--- src/logic/ctl_chan_cfg_pkg.sv ---
// Package of offsets, fields, resets and timing for the control channel configuration block
package ctl_chan_cfg_pkg;
  // Register offsets on the local register port
  localparam logic [7:0] CTL_TWO_OFS = 8'h06;
  localparam logic [7:0] SER_ADDR_OFS = 8'h07;
  localparam logic [7:0] SLAVE0_OFS = 8'h08;
  // Field positions of i2c_channel_control_two
  localparam int unsigned SEQ_ERR_BIT = 7;
  localparam int unsigned SEQ_CLR_BIT = 6;
  localparam int unsigned SDA_DLY_HI = 4;
  localparam int unsigned SDA_DLY_LO = 3;
  localparam int unsigned LOC_WR_DIS_BIT = 2;
  localparam int unsigned WD_FAST_BIT = 1;
  localparam int unsigned WD_DIS_BIT = 0;
  // Field positions of the address registers
  localparam int unsigned ADDR_HI = 7;
  localparam int unsigned ADDR_LO = 1;
  localparam int unsigned HOLD_BIT = 0;
  // Reset values
  localparam logic [7:0] CTL_TWO_RST = 8'h00;
  localparam logic [7:0] SER_ADDR_RST = 8'h00;
  localparam logic [7:0] SLAVE0_RST = 8'h00;
  // Clock and times
  localparam int unsigned CLK_PERIOD_NS = 5;
  localparam int unsigned SDA_BASE_NS = 250;
  localparam int unsigned SDA_STEP_NS = 50;
  localparam int unsigned SDA_BASE_CYC = SDA_BASE_NS / CLK_PERIOD_NS;
  localparam int unsigned SDA_STEP_CYC = SDA_STEP_NS / CLK_PERIOD_NS;
  localparam int unsigned SDA_MAX_CYC = SDA_BASE_CYC + 3 * SDA_STEP_CYC;
  localparam int unsigned WD_FAST_NS = 50000;
  localparam int unsigned WD_SLOW_NS = 1000000000;
  localparam int unsigned WD_FAST_CYC = WD_FAST_NS / CLK_PERIOD_NS;
  localparam int unsigned WD_SLOW_CYC = WD_SLOW_NS / CLK_PERIOD_NS;
  localparam int unsigned RECOV_HALF_NS = 5000;
  localparam int unsigned RECOV_HALF_CYC = RECOV_HALF_NS / CLK_PERIOD_NS;
  localparam int unsigned RECOV_PULSES = 9;
  localparam int unsigned WD_CNT_W = 28;
endpackage

--- src/logic/ctl_chan_cfg.sv ---
// Control channel I2C configuration, supervision and alias remap logic
//
// Overview of operation
// [RL1] Bit 7 flags forward sequence error
// [RL2] Writing bit 6 clears error flag
// [RL3] Bits 4-3 set SDA delay 250-400ns
// [RL4] Bit 2 blocks remote local-register writes
// [RL5] Remote slave access unaffected by write block
// [RL6] Watchdog timeout 50us fast, 1s slow
// [RL7] Bit 0 disables bus watchdog
// [RL8] Idle high SDA at timeout: bus free
// [RL9] Idle low SDA at timeout: nine SCL clocks
// [RL10] Zero serializer address disables its access
// [RL11] Serializer address loaded on receive lock
// [RL12] Hold bit stops serializer address autoload
// [RL13] Software writing address should set hold
// [RL14] Alias 0 remapped to physical address
// [RL15] Error flag sticky until cleared, resets zero
`timescale 1ns/10ps
`default_nettype none
module ctl_chan_cfg
  import ctl_chan_cfg_pkg::*;
#(
  parameter int unsigned WD_FAST_CYCLES = WD_FAST_CYC,    // Shorten in simulation
  parameter int unsigned WD_SLOW_CYCLES = WD_SLOW_CYC,    // Shorten in simulation
  parameter int unsigned RECOV_HALF_CYCLES = RECOV_HALF_CYC
) (
  input  wire logic       mclk_i,
  input  wire logic       rst_n_i,
  // Local register port
  input  wire logic       reg_wr_i,           // Local write strobe
  input  wire logic [7:0] reg_addr_i,         // Register offset
  input  wire logic [7:0] reg_wdata_i,        // Write data
  output logic      [7:0] reg_rdata_o,        // Read data, one cycle later
  // Register writes arriving over the control channel
  input  wire logic       rmt_wr_i,           // Remote write strobe
  input  wire logic [7:0] rmt_addr_i,         // Remote write offset
  input  wire logic [7:0] rmt_wdata_i,        // Remote write data
  output logic            rmt_wr_rejected_o,  // Pulse: remote write dropped
  // Remote access to slaves behind this device
  input  wire logic       rmt_slave_req_i,    // Remote slave access request
  output logic            rmt_slave_fwd_o,    // Request passed to local bus
  // Forward channel status
  input  wire logic       seq_err_i,          // Pulse: sequence error seen
  input  wire logic       rx_lock_i,          // Receive lock level
  input  wire logic [6:0] ser_id_i,           // Address supplied by serializer
  output logic      [6:0] ser_addr_o,         // Current serializer address
  output logic            ser_access_en_o,    // Serializer reachable
  // Local transaction address remap
  input  wire logic [6:0] txn_addr_i,         // Address of local transaction
  input  wire logic [6:0] alias_match_address_0_i,
  output logic      [6:0] fwd_addr_o,         // Address sent to serializer
  // I2C pins, open drain
  input  wire logic       sda_low_req_i,      // Engine wants SDA low
  input  wire logic       scl_i,
  input  wire logic       sda_i,
  output logic            scl_o,
  output logic            scl_oe_n_o,
  output logic            sda_o,
  output logic            sda_oe_n_o,
  output logic            bus_free_o,         // Pulse: watchdog saw free bus
  output logic            bus_recovering_o    // Watchdog clocking SCL
);
  // Control register fields
  logic        seq_err_q;      // Sticky sequence error
  logic        seq_clr_q;      // Clear control, held while one
  logic [1:0]  sda_dly_q;      // SDA delay code
  logic        loc_wr_dis_q;   // Block remote local writes
  logic        wd_fast_q;      // bus_watchdog_fast
  logic        wd_dis_q;       // Watchdog disable
  logic [6:0]  ser_addr_q;     // remote_serializer_address
  logic        hold_q;         // hold_serializer_address
  logic [6:0]  slave0_q;       // remote_slave_physical_addr_0
  logic        slave0_rsv_q;   // Reserved read-write bit
  logic        lock_prev_q;    // For lock rising edge
  logic [SDA_MAX_CYC-1:0] sda_pipe_q; // SDA drive history
  // Write merge
  logic        wr;
  logic [7:0]  wr_addr;
  logic [7:0]  wr_data;
  logic        rmt_ok;
  logic        lock_rise;

  // Nominal SDA delay in clock cycles for a code
  function automatic logic [6:0] sda_delay(input logic [1:0] code);
    sda_delay = 7'(SDA_BASE_CYC + SDA_STEP_CYC * code);
  endfunction

  // Local writes win a collision; the remote one is then dropped too
  assign rmt_ok    = rmt_wr_i && !loc_wr_dis_q && !reg_wr_i; // [RL4]
  assign wr        = reg_wr_i || rmt_ok;
  assign wr_addr   = reg_wr_i ? reg_addr_i : rmt_addr_i;
  assign wr_data   = reg_wr_i ? reg_wdata_i : rmt_wdata_i;
  assign lock_rise = rx_lock_i && !lock_prev_q;

  // Control register configuration fields
  always_ff @(posedge mclk_i) begin
    if (!rst_n_i) begin
      seq_clr_q    <= CTL_TWO_RST[SEQ_CLR_BIT];
      sda_dly_q    <= CTL_TWO_RST[SDA_DLY_HI:SDA_DLY_LO];
      loc_wr_dis_q <= CTL_TWO_RST[LOC_WR_DIS_BIT];
      wd_fast_q    <= CTL_TWO_RST[WD_FAST_BIT];
      wd_dis_q     <= CTL_TWO_RST[WD_DIS_BIT];
    end else if (wr && wr_addr == CTL_TWO_OFS) begin
      seq_clr_q    <= wr_data[SEQ_CLR_BIT];
      sda_dly_q    <= wr_data[SDA_DLY_HI:SDA_DLY_LO];
      loc_wr_dis_q <= wr_data[LOC_WR_DIS_BIT];
      wd_fast_q    <= wr_data[WD_FAST_BIT];
      wd_dis_q     <= wr_data[WD_DIS_BIT];
    end
  end

  // Sticky sequence error; a new error wins over the clear
  always_ff @(posedge mclk_i) begin
    if (!rst_n_i) begin
      seq_err_q <= CTL_TWO_RST[SEQ_ERR_BIT]; // [RL15]
    end else if (seq_err_i) begin
      seq_err_q <= 1'b1; // [RL1]
    end else if (seq_clr_q) begin
      seq_err_q <= 1'b0; // [RL2]
    end
  end

  // Serializer address: software write, else autoload on lock unless held
  always_ff @(posedge mclk_i) begin
    if (!rst_n_i) begin
      ser_addr_q  <= SER_ADDR_RST[ADDR_HI:ADDR_LO];
      hold_q      <= SER_ADDR_RST[HOLD_BIT];
      lock_prev_q <= 1'b0;
    end else begin
      lock_prev_q <= rx_lock_i;
      if (wr && wr_addr == SER_ADDR_OFS) begin
        ser_addr_q <= wr_data[ADDR_HI:ADDR_LO];
        hold_q     <= wr_data[HOLD_BIT];
      end else if (lock_rise && !hold_q) begin // [RL12]
        ser_addr_q <= ser_id_i; // [RL11]
      end
    end
  end

  // Physical address for alias 0
  always_ff @(posedge mclk_i) begin
    if (!rst_n_i) begin
      slave0_q     <= SLAVE0_RST[ADDR_HI:ADDR_LO];
      slave0_rsv_q <= SLAVE0_RST[HOLD_BIT];
    end else if (wr && wr_addr == SLAVE0_OFS) begin
      slave0_q     <= wr_data[ADDR_HI:ADDR_LO];
      slave0_rsv_q <= wr_data[HOLD_BIT];
    end
  end

  // Read back; unmapped offsets and reserved bit 5 read zero
  always_ff @(posedge mclk_i) begin
    if (!rst_n_i) begin
      reg_rdata_o <= 8'h00;
    end else begin
      unique case (reg_addr_i)
        CTL_TWO_OFS:  reg_rdata_o <= {seq_err_q, seq_clr_q, 1'b0, sda_dly_q, loc_wr_dis_q, wd_fast_q, wd_dis_q};
        SER_ADDR_OFS: reg_rdata_o <= {ser_addr_q, hold_q};
        SLAVE0_OFS:   reg_rdata_o <= {slave0_q, slave0_rsv_q};
        default:      reg_rdata_o <= 8'h00;
      endcase
    end
  end

  // Remote path status, remap and serializer outputs
  always_ff @(posedge mclk_i) begin
    if (!rst_n_i) begin
      rmt_wr_rejected_o <= 1'b0;
      rmt_slave_fwd_o   <= 1'b0;
      ser_addr_o        <= 7'h00;
      ser_access_en_o   <= 1'b0;
      fwd_addr_o        <= 7'h00;
    end else begin
      rmt_wr_rejected_o <= rmt_wr_i && !rmt_ok; // [RL4]
      // Slave traffic never sees the local write block
      rmt_slave_fwd_o   <= rmt_slave_req_i; // [RL5]
      ser_addr_o        <= ser_addr_q;
      ser_access_en_o   <= (ser_addr_q != 7'h00); // [RL10]
      fwd_addr_o        <= (txn_addr_i == alias_match_address_0_i) ? slave0_q : txn_addr_i; // [RL14]
    end
  end

  // SDA output delay line; a shift register trades flops for exact timing
  always_ff @(posedge mclk_i) begin
    if (!rst_n_i) begin
      sda_pipe_q <= '0;
      sda_oe_n_o <= 1'b1;
    end else begin
      sda_pipe_q <= {sda_pipe_q[SDA_MAX_CYC-2:0], sda_low_req_i};
      sda_oe_n_o <= !sda_pipe_q[sda_delay(sda_dly_q) - 7'h01]; // [RL3]
    end
  end

  // Open-drain data lines are always zero
  always_ff @(posedge mclk_i) begin
    if (!rst_n_i) begin
      scl_o <= 1'b0;
      sda_o <= 1'b0;
    end else begin
      scl_o <= 1'b0;
      sda_o <= 1'b0;
    end
  end

  i2c_bus_watchdog #(
    .FAST_CYC (WD_FAST_CYCLES),
    .SLOW_CYC (WD_SLOW_CYCLES),
    .HALF_CYC (RECOV_HALF_CYCLES)
  ) u_watchdog (
    .mclk_i       (mclk_i),
    .rst_n_i      (rst_n_i),
    .wd_disable_i (wd_dis_q),
    .wd_fast_i    (wd_fast_q),
    .scl_i        (scl_i),
    .sda_i        (sda_i),
    .bus_free_o   (bus_free_o),
    .recovering_o (bus_recovering_o),
    .scl_oe_n_o   (scl_oe_n_o)
  );
endmodule // ctl_chan_cfg
`default_nettype wire

--- src/logic/i2c_bus_watchdog.sv ---
// I2C bus watchdog: free-bus detection and nine-clock hung-bus recovery
`timescale 1ns/10ps
`default_nettype none
module i2c_bus_watchdog
  import ctl_chan_cfg_pkg::*;
#(
  parameter int unsigned FAST_CYC = WD_FAST_CYC,
  parameter int unsigned SLOW_CYC = WD_SLOW_CYC,
  parameter int unsigned HALF_CYC = RECOV_HALF_CYC
) (
  input  wire logic mclk_i,
  input  wire logic rst_n_i,
  input  wire logic wd_disable_i,   // Watchdog off
  input  wire logic wd_fast_i,      // Short timeout
  input  wire logic scl_i,          // Sampled SCL level
  input  wire logic sda_i,          // Sampled SDA level
  output logic      bus_free_o,     // One-cycle pulse, bus seen free
  output logic      recovering_o,   // High while clocking SCL
  output logic      scl_oe_n_o      // Low pulls SCL low
);
  typedef enum logic [1:0] {
    WD_WATCH = 2'b00,
    WD_LOW   = 2'b01,
    WD_HIGH  = 2'b10
  } wd_state_e;

  wd_state_e               state_q;     // Watch or recovery phase
  logic [WD_CNT_W-1:0]     idle_q;      // Cycles with no bus activity
  logic [WD_CNT_W-1:0]     half_q;      // Recovery half-period counter
  logic [3:0]              pulses_q;    // SCL pulses issued
  logic                    scl_prev_q;  // Last SCL sample
  logic                    sda_prev_q;  // Last SDA sample
  logic                    expired_q;   // Timeout already acted on
  logic                    activity;    // Any edge on either line
  logic [WD_CNT_W-1:0]     limit;       // Active timeout

  assign activity = (scl_i != scl_prev_q) || (sda_i != sda_prev_q);
  assign limit = wd_fast_i ? WD_CNT_W'(FAST_CYC - 1) : WD_CNT_W'(SLOW_CYC - 1); // [RL6]

  // Edge history of both lines
  always_ff @(posedge mclk_i) begin
    if (!rst_n_i) begin
      scl_prev_q <= 1'b1;
      sda_prev_q <= 1'b1;
    end else begin
      scl_prev_q <= scl_i;
      sda_prev_q <= sda_i;
    end
  end

  // Idle timer and recovery sequencer
  always_ff @(posedge mclk_i) begin
    if (!rst_n_i) begin
      state_q      <= WD_WATCH;
      idle_q       <= '0;
      half_q       <= '0;
      pulses_q     <= 4'h0;
      expired_q    <= 1'b0;
      bus_free_o   <= 1'b0;
      scl_oe_n_o   <= 1'b1;
      recovering_o <= 1'b0;
    end else begin
      bus_free_o <= 1'b0;
      unique case (state_q)
        WD_WATCH: begin
          scl_oe_n_o   <= 1'b1;
          recovering_o <= 1'b0;
          if (wd_disable_i || activity) begin // [RL7]
            // Disabled timer stays cleared so re-enable starts a full period
            idle_q    <= '0;
            expired_q <= 1'b0;
          end else if (idle_q != limit) begin
            idle_q <= idle_q + 1'b1;
          end else if (!expired_q) begin
            expired_q <= 1'b1;
            if (sda_i) begin
              bus_free_o <= 1'b1; // [RL8]
            end else begin
              // Hung bus: start nine SCL clocks
              state_q      <= WD_LOW; // [RL9]
              half_q       <= '0;
              pulses_q     <= 4'h0;
              scl_oe_n_o   <= 1'b0;
              recovering_o <= 1'b1;
            end
          end
        end
        WD_LOW: begin
          if (half_q == WD_CNT_W'(HALF_CYC - 1)) begin
            half_q     <= '0;
            scl_oe_n_o <= 1'b1;
            pulses_q   <= pulses_q + 4'h1;
            state_q    <= WD_HIGH;
          end else begin
            half_q <= half_q + 1'b1;
          end
        end
        WD_HIGH: begin
          if (half_q != WD_CNT_W'(HALF_CYC - 1)) begin
            half_q <= half_q + 1'b1;
          end else if (pulses_q == 4'(RECOV_PULSES)) begin // [RL9]
            // Own edges are not bus activity; restart watch afresh
            state_q      <= WD_WATCH;
            idle_q       <= '0;
            expired_q    <= 1'b0;
            recovering_o <= 1'b0;
          end else begin
            half_q     <= '0;
            scl_oe_n_o <= 1'b0;
            state_q    <= WD_LOW;
          end
        end
        default: state_q <= WD_WATCH;
      endcase
    end
  end
endmodule // i2c_bus_watchdog
`default_nettype wire
--- config.mk ---
export PLATFORM = sky130hd
export DESIGN_NAME = ctl_chan_cfg
export DESIGN_NICKNAME = d
export VERILOG_FILES = /design/src/logic/ctl_chan_cfg_pkg.sv /design/src/logic/ctl_chan_cfg.sv /design/src/logic/i2c_bus_watchdog.sv
export SDC_FILE = /design/constraint.sdc
export NUM_CORES = 1
export LEC_CHECK = 0
export ABC_AREA = 1
export BUFFER_PORTS_ARGS = -buffer_cell sky130_fd_sc_hd__buf_2
export CORE_ASPECT_RATIO = 1.75
export CORE_MARGIN = 2
export CORE_UTILIZATION = 45
export DETAILED_ROUTE_END_ITERATION = 12
export PLACE_DENSITY = 0.75
export SYNTH_ARGS = -nofsm -noshare
export SYNTH_HDL_FRONTEND = slang
export SYNTH_SLANG_ARGS = --single-unit
export TNS_END_PERCENT = 50
--- constraint.sdc ---
create_clock -name mclk_i -period 2.5 [get_ports mclk_i]
set_input_delay 0.25 -clock mclk_i [delete_from_list [all_inputs] [get_ports mclk_i]]
set_output_delay 0.25 -clock mclk_i [all_outputs]
set_load 0.005 [all_outputs]
==> summary.txt, run 1 <==
RD Place Congestion -> 1.017
Main combinational cell family by area after synthesis -> simple AND/OR/NAND/NOR gates
Num Clock Sinks -> 198
Arrival time worst endpoint -> 2.63 ns
Commonest non-fill, non-tap cell in the layout -> nand2_1
Port Buffers -> 91
Vias post-DR -> 9371
Tmin final -> 2.317 ns
Fmax -> 431.5 MHz
First-pass GRT wire length -> 42.77 mm
Synth area leaders -> dfxtp_1 (41%), nand2_1 (17%), inv_1 (8.2%)
Overall die area -> 0.02286 mm^2
DR pass1 iterations -> 5
Worst R2R Start -> u_watchdog.idle_q[0]$_SDFFE_PN0P_
Psw -> 1541 uW
Max Slew Vio Count -> 0
Clk root buf -> clkbuf_16
Clock Latency Late Sink -> 0.45 ns
Initial antenna violation count -> 0
Proportion of layout cells with a drive suffix above 1 -> 13.13%
Reg clk slew, reported paths -> 0.08 ns
Pwr Density -> 565.4 mW/mm^2
Max cap viols -> 0
I/O pin count -> 94
Worst reg2reg path depth -> 11
Cts bufs inserted -> 17
# diodes -> 0
Simple-gate share of the synthesized area -> 34.56%
Critical path capture point type -> register
Most frequent cells in the layout -> nand2_1 (429), inv_1 (211), nor2_1 (201)
Post-Route WL -> 26.36 mm
Top-area cell type share of the netlist area -> 40.75%
Htree depth -> 4
CP Launch Type -> register
CTS tree -> yes
Final worst-path cycle share -> 92.70%
Final ANT Viol Nets -> 0
Die W -> 115.1 um
Sw frac -> 24.64%
Floorplan core area -> 0.02132 mm^2
Seq/Total Area, Yosys -> 40.75%
CTS max path bufs -> 2
Hold crit path type -> in -> reg
Final Hold Fails -> 0
Reg-to-reg slack, setup -> 0.18 ns
Hpwl dp -> 19.97 mm
Synth unique cells -> 43
Critical R2R Capture -> u_watchdog.idle_q[20]$_SDFFE_PN0P_
Utilization after layout -> 51.87%
YS warnings -> 0
Worst VDD drop -> 403.2 uV
Flops & latches, synth -> 198
Post-synthesis compound-gate area fraction -> 10.79%
Post-route clock skew -> 0.01483 ns
Drt via density -> 5.138
GRT Overall Usage -> 23.88%
Hold Crit Endpoint -> u_watchdog.scl_prev_q$_SDFF_PN1_
Yosys top cell by area -> dfxtp_1
Setup violators final -> 0
Leakage -> 0.005209 uW
Status -> completed
Number of global-route vias before repair -> 9098
Worst slew pin tran -> 0.6441 ns
Combinational fraction of design power -> 4.7%
Crit path max fanout -> 30
Hold Crit Depth -> 3
Core Rows -> 71
Per-cell routed wire length -> 14.45 um
Worst rel slew slack -> 56.73%
Post-Syn Area per Cell -> 6.613 um^2
Mapped Cells -> 1471
RSZ-0062 raised after global routing -> no
Initial DRC count -> 535
Height of the chip -> 198.5 um
Critical path type -> reg -> reg
Initial Util -> 45.63%
Post-Synth Adder-Cell Area -> 1.158%
Clock power frac -> 44.2%
Mux contribution to synthesized area -> 0.1029%
Largest net degree at the start of global routing -> 64
Synthesized cell area -> 0.009728 mm^2
Critical Path RT -> 2.81 ns
Setup_tns -> 0 ns
DRC -> 0
Synth Area in XOR/XNOR -> 0.9904%
Pint -> 4712 uW
GR Overflow Total -> 0
Area Growth Syn to Fin -> 13.69%
Portion of total power attributed to sequential cells -> 51.2%
Nets -> 1628
Critical hold path startpoint -> scl_i
state kept, by name, summed over array words and instances, names as in the netlist, 2 cells and up:
register and cells:
sda_pipe_q 80, u_watchdog.half_q 28, u_watchdog.idle_q 28, reg_rdata_o 8, fwd_addr_o 7, ser_addr_o 7, ser_addr_q 7, slave0_q 7
u_watchdog.pulses_q 4, sda_dly_q 2, u_watchdog.state_q 2
per-layer routing:
metal	track usage [%]	vias to the layer above	share of wire, %
met4	19.01	0	7.4
li1	-	4755	-
met1	22.26	4210	36
met2	44.62	280	53
met5	0	-	0
met3	3.931	126	3.7
synthesized netlist by cell type, drive strengths merged:
cell type / count
clkinv: 2
dfxtp: 198
xor2: 9
a2111oi: 1
clkbuf: 33
a31oi: 1
mux2i: 1
nand3: 78
o21bai: 7
nand2: 442
ha: 9
xnor2: 2
and3: 1
nor2: 207
nor3: 18
o21ai: 44
buf: 27
a21oi: 88
conb: 1
nand4: 32
inv: 214
nand3b: 4
o221ai: 7
nor4: 5
or2: 10
o22ai: 2
nor3b: 1
o211ai: 27
what timing repair did:
action                                  4_1_cts  5_1_grt
resized for setup                             0        2
endpoints found under the setup margin        0       25
hold endpoints to repair                      3        0
buffers inserted                              0        0
hold buffers                                  3        0
through the flow:
step | setup WS, ns | total power [uW] | instances | area [um^2] | hold WS (ns)
global placement | 0.2329 | 3558 | 1789 | 10440 | 0.3928
CTS | 0.1300 | 6299 | 1824 | 11060 | 0.005866
floorplan | 0.6250 | 3442 | 1472 | 9732 | 0.3435
detailed placement | 0.1571 | 3561 | 1789 | 10440 | 0.3988
global route | 0.006717 | 6449 | 1824 | 11060 | 0.03139
finish | 0.1826 | 6253 | 1824 | 11060 | 0.01468
layout make-up:
type                            instances  area (um^2)
Inverter                              216        815.8
Fill cell                            2137        10260
Timing Repair Buffer                  125        733.2
Clock inverter                         14        160.2
Tap cell                              255        319.1
Sequential cell                       198         3964
Multi-Input combinational cell        998         4638
Clock buffer                           18        429.2
critical path, stage by stage (launching register included):
cell and delay (ns):
dfxtp_1 0.44, ha_1 0.32, nand3_2 0.17, a21oi_2 0.14
nand2_1 0.10, nor2_4 0.13, nand4_4 0.24, nand2_1 0.21
buf_12 0.20, nor2_1 0.07, nor2_1 0.11, nor2_1 0.04
power by group through the flow:
stage / combinational [uW] / clock, uW / sequential [uW]
2_1_floorplan: 170 / 0 / 3270
3_3_place_gp: 284 / 0 / 3270
3_5_place_dp: 288 / 0 / 3270
4_1_cts: 293 / 2810 / 3200
5_1_grt: 330 / 2920 / 3200
6_report: 291 / 2760 / 3200
worst max-delay path by stage:
| stage | to | slack, ns | depth (start not counted) | from |
|---|---|---|---|---|
| after floorplan | u_watchdog.half_q[24]$_SDFFE_PN0P_ | 0.63 | 12 | u_watchdog.idle_q[0]$_SDFFE_PN0P_ |
| after detailed placement | u_watchdog.half_q[10]$_SDFFE_PN0P_ | 0.16 | 11 | u_watchdog.idle_q[0]$_SDFFE_PN0P_ |
| after CTS | u_watchdog.half_q[15]$_SDFFE_PN0P_ | 0.13 | 11 | u_watchdog.idle_q[0]$_SDFFE_PN0P_ |
| after global routing | u_watchdog.half_q[4]$_SDFFE_PN0P_ | 0.007 | 11 | u_watchdog.idle_q[0]$_SDFFE_PN0P_ |
| final | u_watchdog.idle_q[20]$_SDFFE_PN0P_ | 0.18 | 11 | u_watchdog.idle_q[0]$_SDFFE_PN0P_ |
| after global placement | u_watchdog.half_q[13]$_SDFFE_PN0P_ | 0.23 | 12 | u_watchdog.idle_q[0]$_SDFFE_PN0P_ |
cell families after synthesis:
group                    after synthesis
other                                  1
XOR/XNOR                              11
adder cells (fa/ha/maj)                9
flip-flops                           198
AND/OR/NAND/NOR                      798
buffers and inverters                276
multiplexers                           1
AO/OA/AOI/OAI                        177
(Power assumes the default switching activity.)
==> inputs of run 2 (changes only) <==
--- a/config.mk
+++ b/config.mk
@@ -7,11 +7,13 @@
 export LEC_CHECK = 0
 export ABC_AREA = 1
 export BUFFER_PORTS_ARGS = -buffer_cell sky130_fd_sc_hd__buf_2
+export CELL_PAD_IN_SITES_DETAIL_PLACEMENT = 1
+export CELL_PAD_IN_SITES_GLOBAL_PLACEMENT = 2
 export CORE_ASPECT_RATIO = 1.75
 export CORE_MARGIN = 2
-export CORE_UTILIZATION = 45
+export CORE_UTILIZATION = 33
 export DETAILED_ROUTE_END_ITERATION = 12
-export PLACE_DENSITY = 0.75
+export PLACE_DENSITY = 0.92
 export SYNTH_ARGS = -nofsm -noshare
 export SYNTH_HDL_FRONTEND = slang
 export SYNTH_SLANG_ARGS = --single-unit
==> run 2 against run 1 <==
Sequential share of layout area down 0.64 points. Utilization down 13 points. Wire length up 17%. Cell count up 6.9%. Power up 3.3%. Count of clock-buffer cells in the layout down 1. Combinational power up 6%. Critical path type unchanged.
==> summary.txt, run 2 (synthesis results as in run 1) <==
Pint -> 4693 uW
Fillcell total -> 3793
Area of the multi-input gates -> 0.004641 mm^2
GR Util met2 -> 42.16%
Hold crit path type -> in -> reg
Clock power frac -> 45.7%
I/O pin count -> 94
Critical path capture point type -> register
Num Clock Sinks -> 198
Commonest non-fill, non-tap cell in the layout -> nand2_1
Reg clk slew, reported paths -> 0.08 ns
Fmax -> 453.6 MHz
Clk root buf -> clkbuf_16
Biggest register -> sda_pipe_q
Combinational fraction of design power -> 4.8%
GR Util met3 -> 3.325%
Final worst-path cycle share -> 88.18%
Pre-CTS setup slack -> 0.2433 ns
Post-route clock skew -> 0.01209 ns
Area Growth Syn to Fin -> 15.76%
Most frequent cells in the layout -> nand2_1 (428), inv_1 (211), nor2_1 (201)
Die W -> 133.8 um
Critical path's slowest cell -> dfxtp_1
Critical Path RT -> 2.91 ns
Sw frac -> 27.34%
Crit path cell chain -> ha_1 > nand2_2 > inv_2 > nand2_1 > nor2_1 > nand2_1 > nor3_2 > nor2_2 > nand2_2 > clkinv_2 > nand2_1 > nand2_1 > nor2_1
CTS tree -> yes
Gr busiest metal -> met2
Max cap viols -> 0
Tmin final -> 2.204 ns
RD Place Congestion -> 0.9561
GRT met1 Usage -> 18.69%
First-pass GRT wire length -> 50.38 mm
Critical path type -> reg -> reg
Height of the chip -> 231.1 um
Worst R2R Start -> u_watchdog.half_q[0]$_SDFFE_PN0P_
CP max stage delay -> 0.40 ns
Register Area -> 0.003964 mm^2
Worst slew pin tran -> 0.8283 ns
Worst VDD drop -> 486.5 uV
Overall die area -> 0.03092 mm^2
Final Hold Fails -> 0
Status -> completed
Largest net degree at the start of global routing -> 91
Port Buffers -> 91
Nets -> 1627
Arrival time worst endpoint -> 2.61 ns
Initial antenna violation count -> 0
Setup violators final -> 0
Initial DRC count -> 335
Max Slew Vio Count -> 0
Floorplan core area -> 0.02918 mm^2
Post-Route WL -> 30.90 mm
Pwr Density -> 573.6 mW/mm^2
Worst setup margin -> 0.2955 ns
Setup_tns -> 0 ns
Core Rows -> 83
Vias post-DR -> 9497
Psw -> 1766 uW
# diodes -> 0
Largest registers -> sda_pipe_q (80), u_watchdog.half_q (28), u_watchdog.idle_q (28)
Htree depth -> 4
GRT Overall Usage -> 20.83%
GR Overflow Total -> 0
Max FFs per register -> 80
Critical R2R Capture -> u_watchdog.half_q[14]$_SDFFE_PN0P_
Most Frequent Cell on Critical Path -> nand2_1
Proportion of layout cells with a drive suffix above 1 -> 13.07%
Leakage -> 0.005226 uW
Crit path max fanout -> 25
CTS max path bufs -> 2
Final ANT Viol Nets -> 0
Initial Util -> 33.34%
Drt via density -> 4.870
Portion of total power attributed to sequential cells -> 49.5%
Post-CTS Setup Repair Bufs -> 0
Number of global-route vias before repair -> 10160
Critical path origin -> u_watchdog.half_q[0]$_SDFFE_PN0P_
DR pass1 iterations -> 6
Worst reg2reg path depth -> 13
Hpwl dp -> 23.53 mm
DRC -> 0
CP Launch Type -> register
Cts bufs inserted -> 17
Worst setup endpoint -> u_watchdog.half_q[14]$_SDFFE_PN0P_
Worst rel slew slack -> 44.78%
Reg-to-reg slack, setup -> 0.30 ns
Per-cell routed wire length -> 15.85 um
RSZ-0062 raised after global routing -> no
Clock Latency Late Sink -> 0.48 ns
==> run 2: what timing repair did <==
item | in CTS | in global routing
gates resized for setup | 0 | 1
hold buffers | 5 | 0
endpoints found under the hold margin | 5 | 0
endpoints found under the setup margin | 0 | 9
==> run 2: layer usage <==
layer  part of all wire [%]  wire length [um]
met1                     35             10670
met2                     57             17560
met3                    3.1               947
met4                    5.6              1725
met5                      0                 0
==> run 2: critical path, delay by kind of cell (launching register included) <==
kind	cells	cell delay, ns
and+or+nand+nor	10	1.07
DFF	1	0.40
buffers and inverters	2	0.40
adders and majority gates	1	0.25
==> run 2: metrics by stage <==
step           power [uW]  instance area, um^2  utilization (%)  instances  hold slack (ns)
2_1_floorplan        3442                 9732                -       1472           0.3435
3_3_place_gp         3573                10570            36.23       1913           0.3928
3_5_place_dp         3580                10570            36.23       1913           0.4018
4_1_cts              6539                11260            38.58       1950         0.003513
5_1_grt              6699                11260            38.59       1950          0.01115
6_report             6459                11260            38.59       1950          0.02782
==> run 2: worst min path at each step <==
stage / startpoint / to / slack (ns) / depth (start not counted)
CTS: seq_err_i / seq_err_q$_SDFFE_PN0P_ / 0.004 / 3
floorplan: rx_lock_i / lock_prev_q$_SDFF_PN0_ / 0.34 / 2
global route: seq_err_i / seq_err_q$_SDFFE_PN0P_ / 0.01 / 3
detailed placement: sda_pipe_q[58]$_SDFF_PN0_ / sda_pipe_q[59]$_SDFF_PN0_ / 0.40 / 2
finish: seq_err_i / seq_err_q$_SDFFE_PN0P_ / 0.03 / 3
global placement: sda_pipe_q[1]$_SDFF_PN0_ / sda_pipe_q[2]$_SDFF_PN0_ / 0.39 / 2
==> run 2: power by group through the flow <==
stage | Combinational [uW] | Clock, uW | Sequential (uW)
6_report | 308 | 2950 | 3200
4_1_cts | 313 | 3030 | 3200
5_1_grt | 348 | 3150 | 3200
2_1_floorplan | 170 | 0 | 3270
3_3_place_gp | 299 | 0 | 3270
3_5_place_dp | 305 | 0 | 3270
==> run 2: final cells by class <==
type / instances / area share [%]
Clock buffer: 17 / 3.778
Clock inverter: 15 / 1.867
Inverter: 216 / 7.211
Multi-Input combinational cell: 998 / 41.21
Sequential cell: 198 / 35.20
Tap cell: 382 / 4.244
Timing Repair Buffer: 124 / 6.489
==> inputs of run 3 (changes only) <==
--- a/config.mk
+++ b/config.mk
@@ -14,6 +14,7 @@
 export CORE_UTILIZATION = 33
 export DETAILED_ROUTE_END_ITERATION = 12
 export PLACE_DENSITY = 0.92
+export SETUP_SLACK_MARGIN = 0.3
 export SYNTH_ARGS = -nofsm -noshare
 export SYNTH_HDL_FRONTEND = slang
 export SYNTH_SLANG_ARGS = --single-unit
==> run 3 against run 2 <==
Via count increased by 0.49%. Clock power about the same. First-iteration DRC count is 3.9% higher. Critical path depth decreased by 3. Global-route usage barely moved. Sequential power about the same. Power barely moved.
==> summary.txt, run 3 (synthesis results as in run 1) <==
Port Buffers -> 91
RD Place Congestion -> 0.9561
Num Clock Sinks -> 198
Proportion of layout cells with a drive suffix above 1 -> 13.64%
Critical R2R Capture -> u_watchdog.half_q[0]$_SDFFE_PN0P_
Die W -> 133.8 um
Largest net degree at the start of global routing -> 91
Initial antenna violation count -> 0
Worst reg2reg path depth -> 10
Cts bufs inserted -> 17
Pwr Density -> 570.2 mW/mm^2
Worst rel slew slack -> 44.79%
Crit path cell chain -> inv_1 > nand2_1 > nor2_1 > nand3_2 > nor3_2 > nor2_4 > nand2_2 > buf_4 > nand2_1 > a21oi_1
Htree depth -> 4
Overall die area -> 0.03092 mm^2
I/O pin count -> 94
Fillcell total -> 3787
Max cap viols -> 0
Critical path capture point type -> register
Nets -> 1628
Critical Path RT -> 2.90 ns
Final worst-path cycle share -> 81.82%
Worst slew pin tran -> 0.8282 ns
Tmin final -> 2.046 ns
Largest registers -> sda_pipe_q (80), u_watchdog.half_q (28), u_watchdog.idle_q (28)
CTS max path bufs -> 2
CP Launch Type -> register
Setup violators final -> 0
DRC -> 0
Worst VDD drop -> 491.8 uV
Biggest register -> sda_pipe_q
Commonest non-fill, non-tap cell in the layout -> nand2_1
Area Growth Syn to Fin -> 16.55%
Per-cell routed wire length -> 15.89 um
RSZ-0062 raised after global routing -> no
GR Overflow Total -> 0
GRT Overall Usage -> 20.85%
Post-Route WL -> 31.00 mm
Clk root buf -> clkbuf_16
Most frequent cells in the layout -> nand2_1 (428), inv_1 (211), nor2_1 (200)
Clock Latency Late Sink -> 0.47 ns
Setup_tns -> 0 ns
Max Slew Vio Count -> 0
Critical path's slowest cell -> dfxtp_1
Post-route clock skew -> 0.009548 ns
DR pass1 iterations -> 4
Status -> completed
Crit path max fanout -> 16
Core Rows -> 83
Vias post-DR -> 9544
Number of global-route vias before repair -> 10170
Hold crit path type -> in -> reg
Fmax -> 488.9 MHz
Reg clk slew, reported paths -> 0.08 ns
CTS tree -> yes
Critical hold path startpoint -> seq_err_i
Worst R2R Start -> u_watchdog.half_q[27]$_SDFFE_PN0P_
Hold Crit Depth -> 3
# diodes -> 0
Leakage -> 0.005239 uW
Drt via density -> 4.892
Floorplan core area -> 0.02918 mm^2
Height of the chip -> 231.1 um
Hold Crit Endpoint -> seq_err_q$_SDFFE_PN0P_
Hpwl dp -> 23.53 mm
Smallest hold slack -> 0.02801 ns
Max FFs per register -> 80
CP max stage delay -> 0.33 ns
Most Frequent Cell on Critical Path -> nand2_1
Critical path type -> reg -> reg
Initial DRC count -> 348
Final ANT Viol Nets -> 0
Reg-to-reg slack, setup -> 0.45 ns
Final Hold Fails -> 0
First-pass GRT wire length -> 50.38 mm
Initial Util -> 33.34%
Arrival time worst endpoint -> 2.45 ns
-- run 3: changes by cell type in the layout (fill, tap and decap cells not counted), sizes merged --
cell | previous run | this run
buf | 119 | 120
clkinv | 7 | 6
inv | 223 | 224
-- run 3: stage by stage --
stage	cell area (um^2)	worst slack [ns]	power, uW	utilization [%]	instances
after floorplan	9732	0.6250	3442	-	1472
after global placement	10570	0.3260	3573	36.23	1913
after detailed placement	10570	0.2433	3580	36.23	1913
after CTS	11260	0.2583	6539	38.60	1950
after global routing	11340	0.2938	6704	38.85	1951
final	11340	0.4545	6466	38.85	1951
-- run 3: worst max-delay path by stage --
stage / from / endpoint / slack, ns
after floorplan: u_watchdog.idle_q[0]$_SDFFE_PN0P_ / u_watchdog.half_q[24]$_SDFFE_PN0P_ / 0.63
after global placement: reg_wr_i / slave0_q[1]$_SDFFE_PN0P_ / 0.33
after detailed placement: u_watchdog.half_q[0]$_SDFFE_PN0P_ / u_watchdog.idle_q[18]$_SDFFE_PN0P_ / 0.24
after CTS: u_watchdog.half_q[0]$_SDFFE_PN0P_ / u_watchdog.half_q[14]$_SDFFE_PN0P_ / 0.26
after global routing: u_watchdog.half_q[0]$_SDFFE_PN0P_ / u_watchdog.idle_q[18]$_SDFFE_PN0P_ / 0.29
final: u_watchdog.half_q[27]$_SDFFE_PN0P_ / u_watchdog.half_q[0]$_SDFFE_PN0P_ / 0.45
-- run 3: power breakdown --
part	internal, uW	total (uW)	leakage, uW	switching (uW)
logic	112	311	0.00333	199
registers	3180	3200	0.00160	17.0
clock network	1400	2950	0.000304	1550
-- run 3: timing repair --
| item | 4_1_cts | 5_1_grt |
|---|---|---|
| pin swaps | 0 | 1 |
| hold buffers | 5 | 0 |
| setup buffers | 0 | 1 |
| resized for setup | 2 | 16 |
| setup endpoints to repair | 29 | 64 |
| endpoints found under the hold margin | 5 | 0 |
-- run 3: layout make-up --
cell class	instances	area, um^2	area share, %
clock buffers	17	425.4	3.752
clock inverters	15	210.2	1.854
inverters	216	815.8	7.195
multi-input cells	998	4677	41.25
flip-flops and latches	198	3969	35.00
well taps	382	478.0	4.215
repair buffers	125	763.2	6.731
-- run 3: metal layers --
| metal | part of all wire (%) | global-route usage (%) |
|---|---|---|
| met4 | 5.4 | 12.53 |
| met3 | 2.9 | 3.325 |
| met1 | 35 | 18.73 |
| met2 | 57 | 42.26 |
| met5 | 0 | 0 |
-- run 3: critical path: cells and delay by family (launching register included) --
family,cells,cell delay [ns]
AOI/OAI and AO/OA,1,0.15
DFF,1,0.33
buffers and inverters,2,0.40
and+or+nand+nor,7,1.10
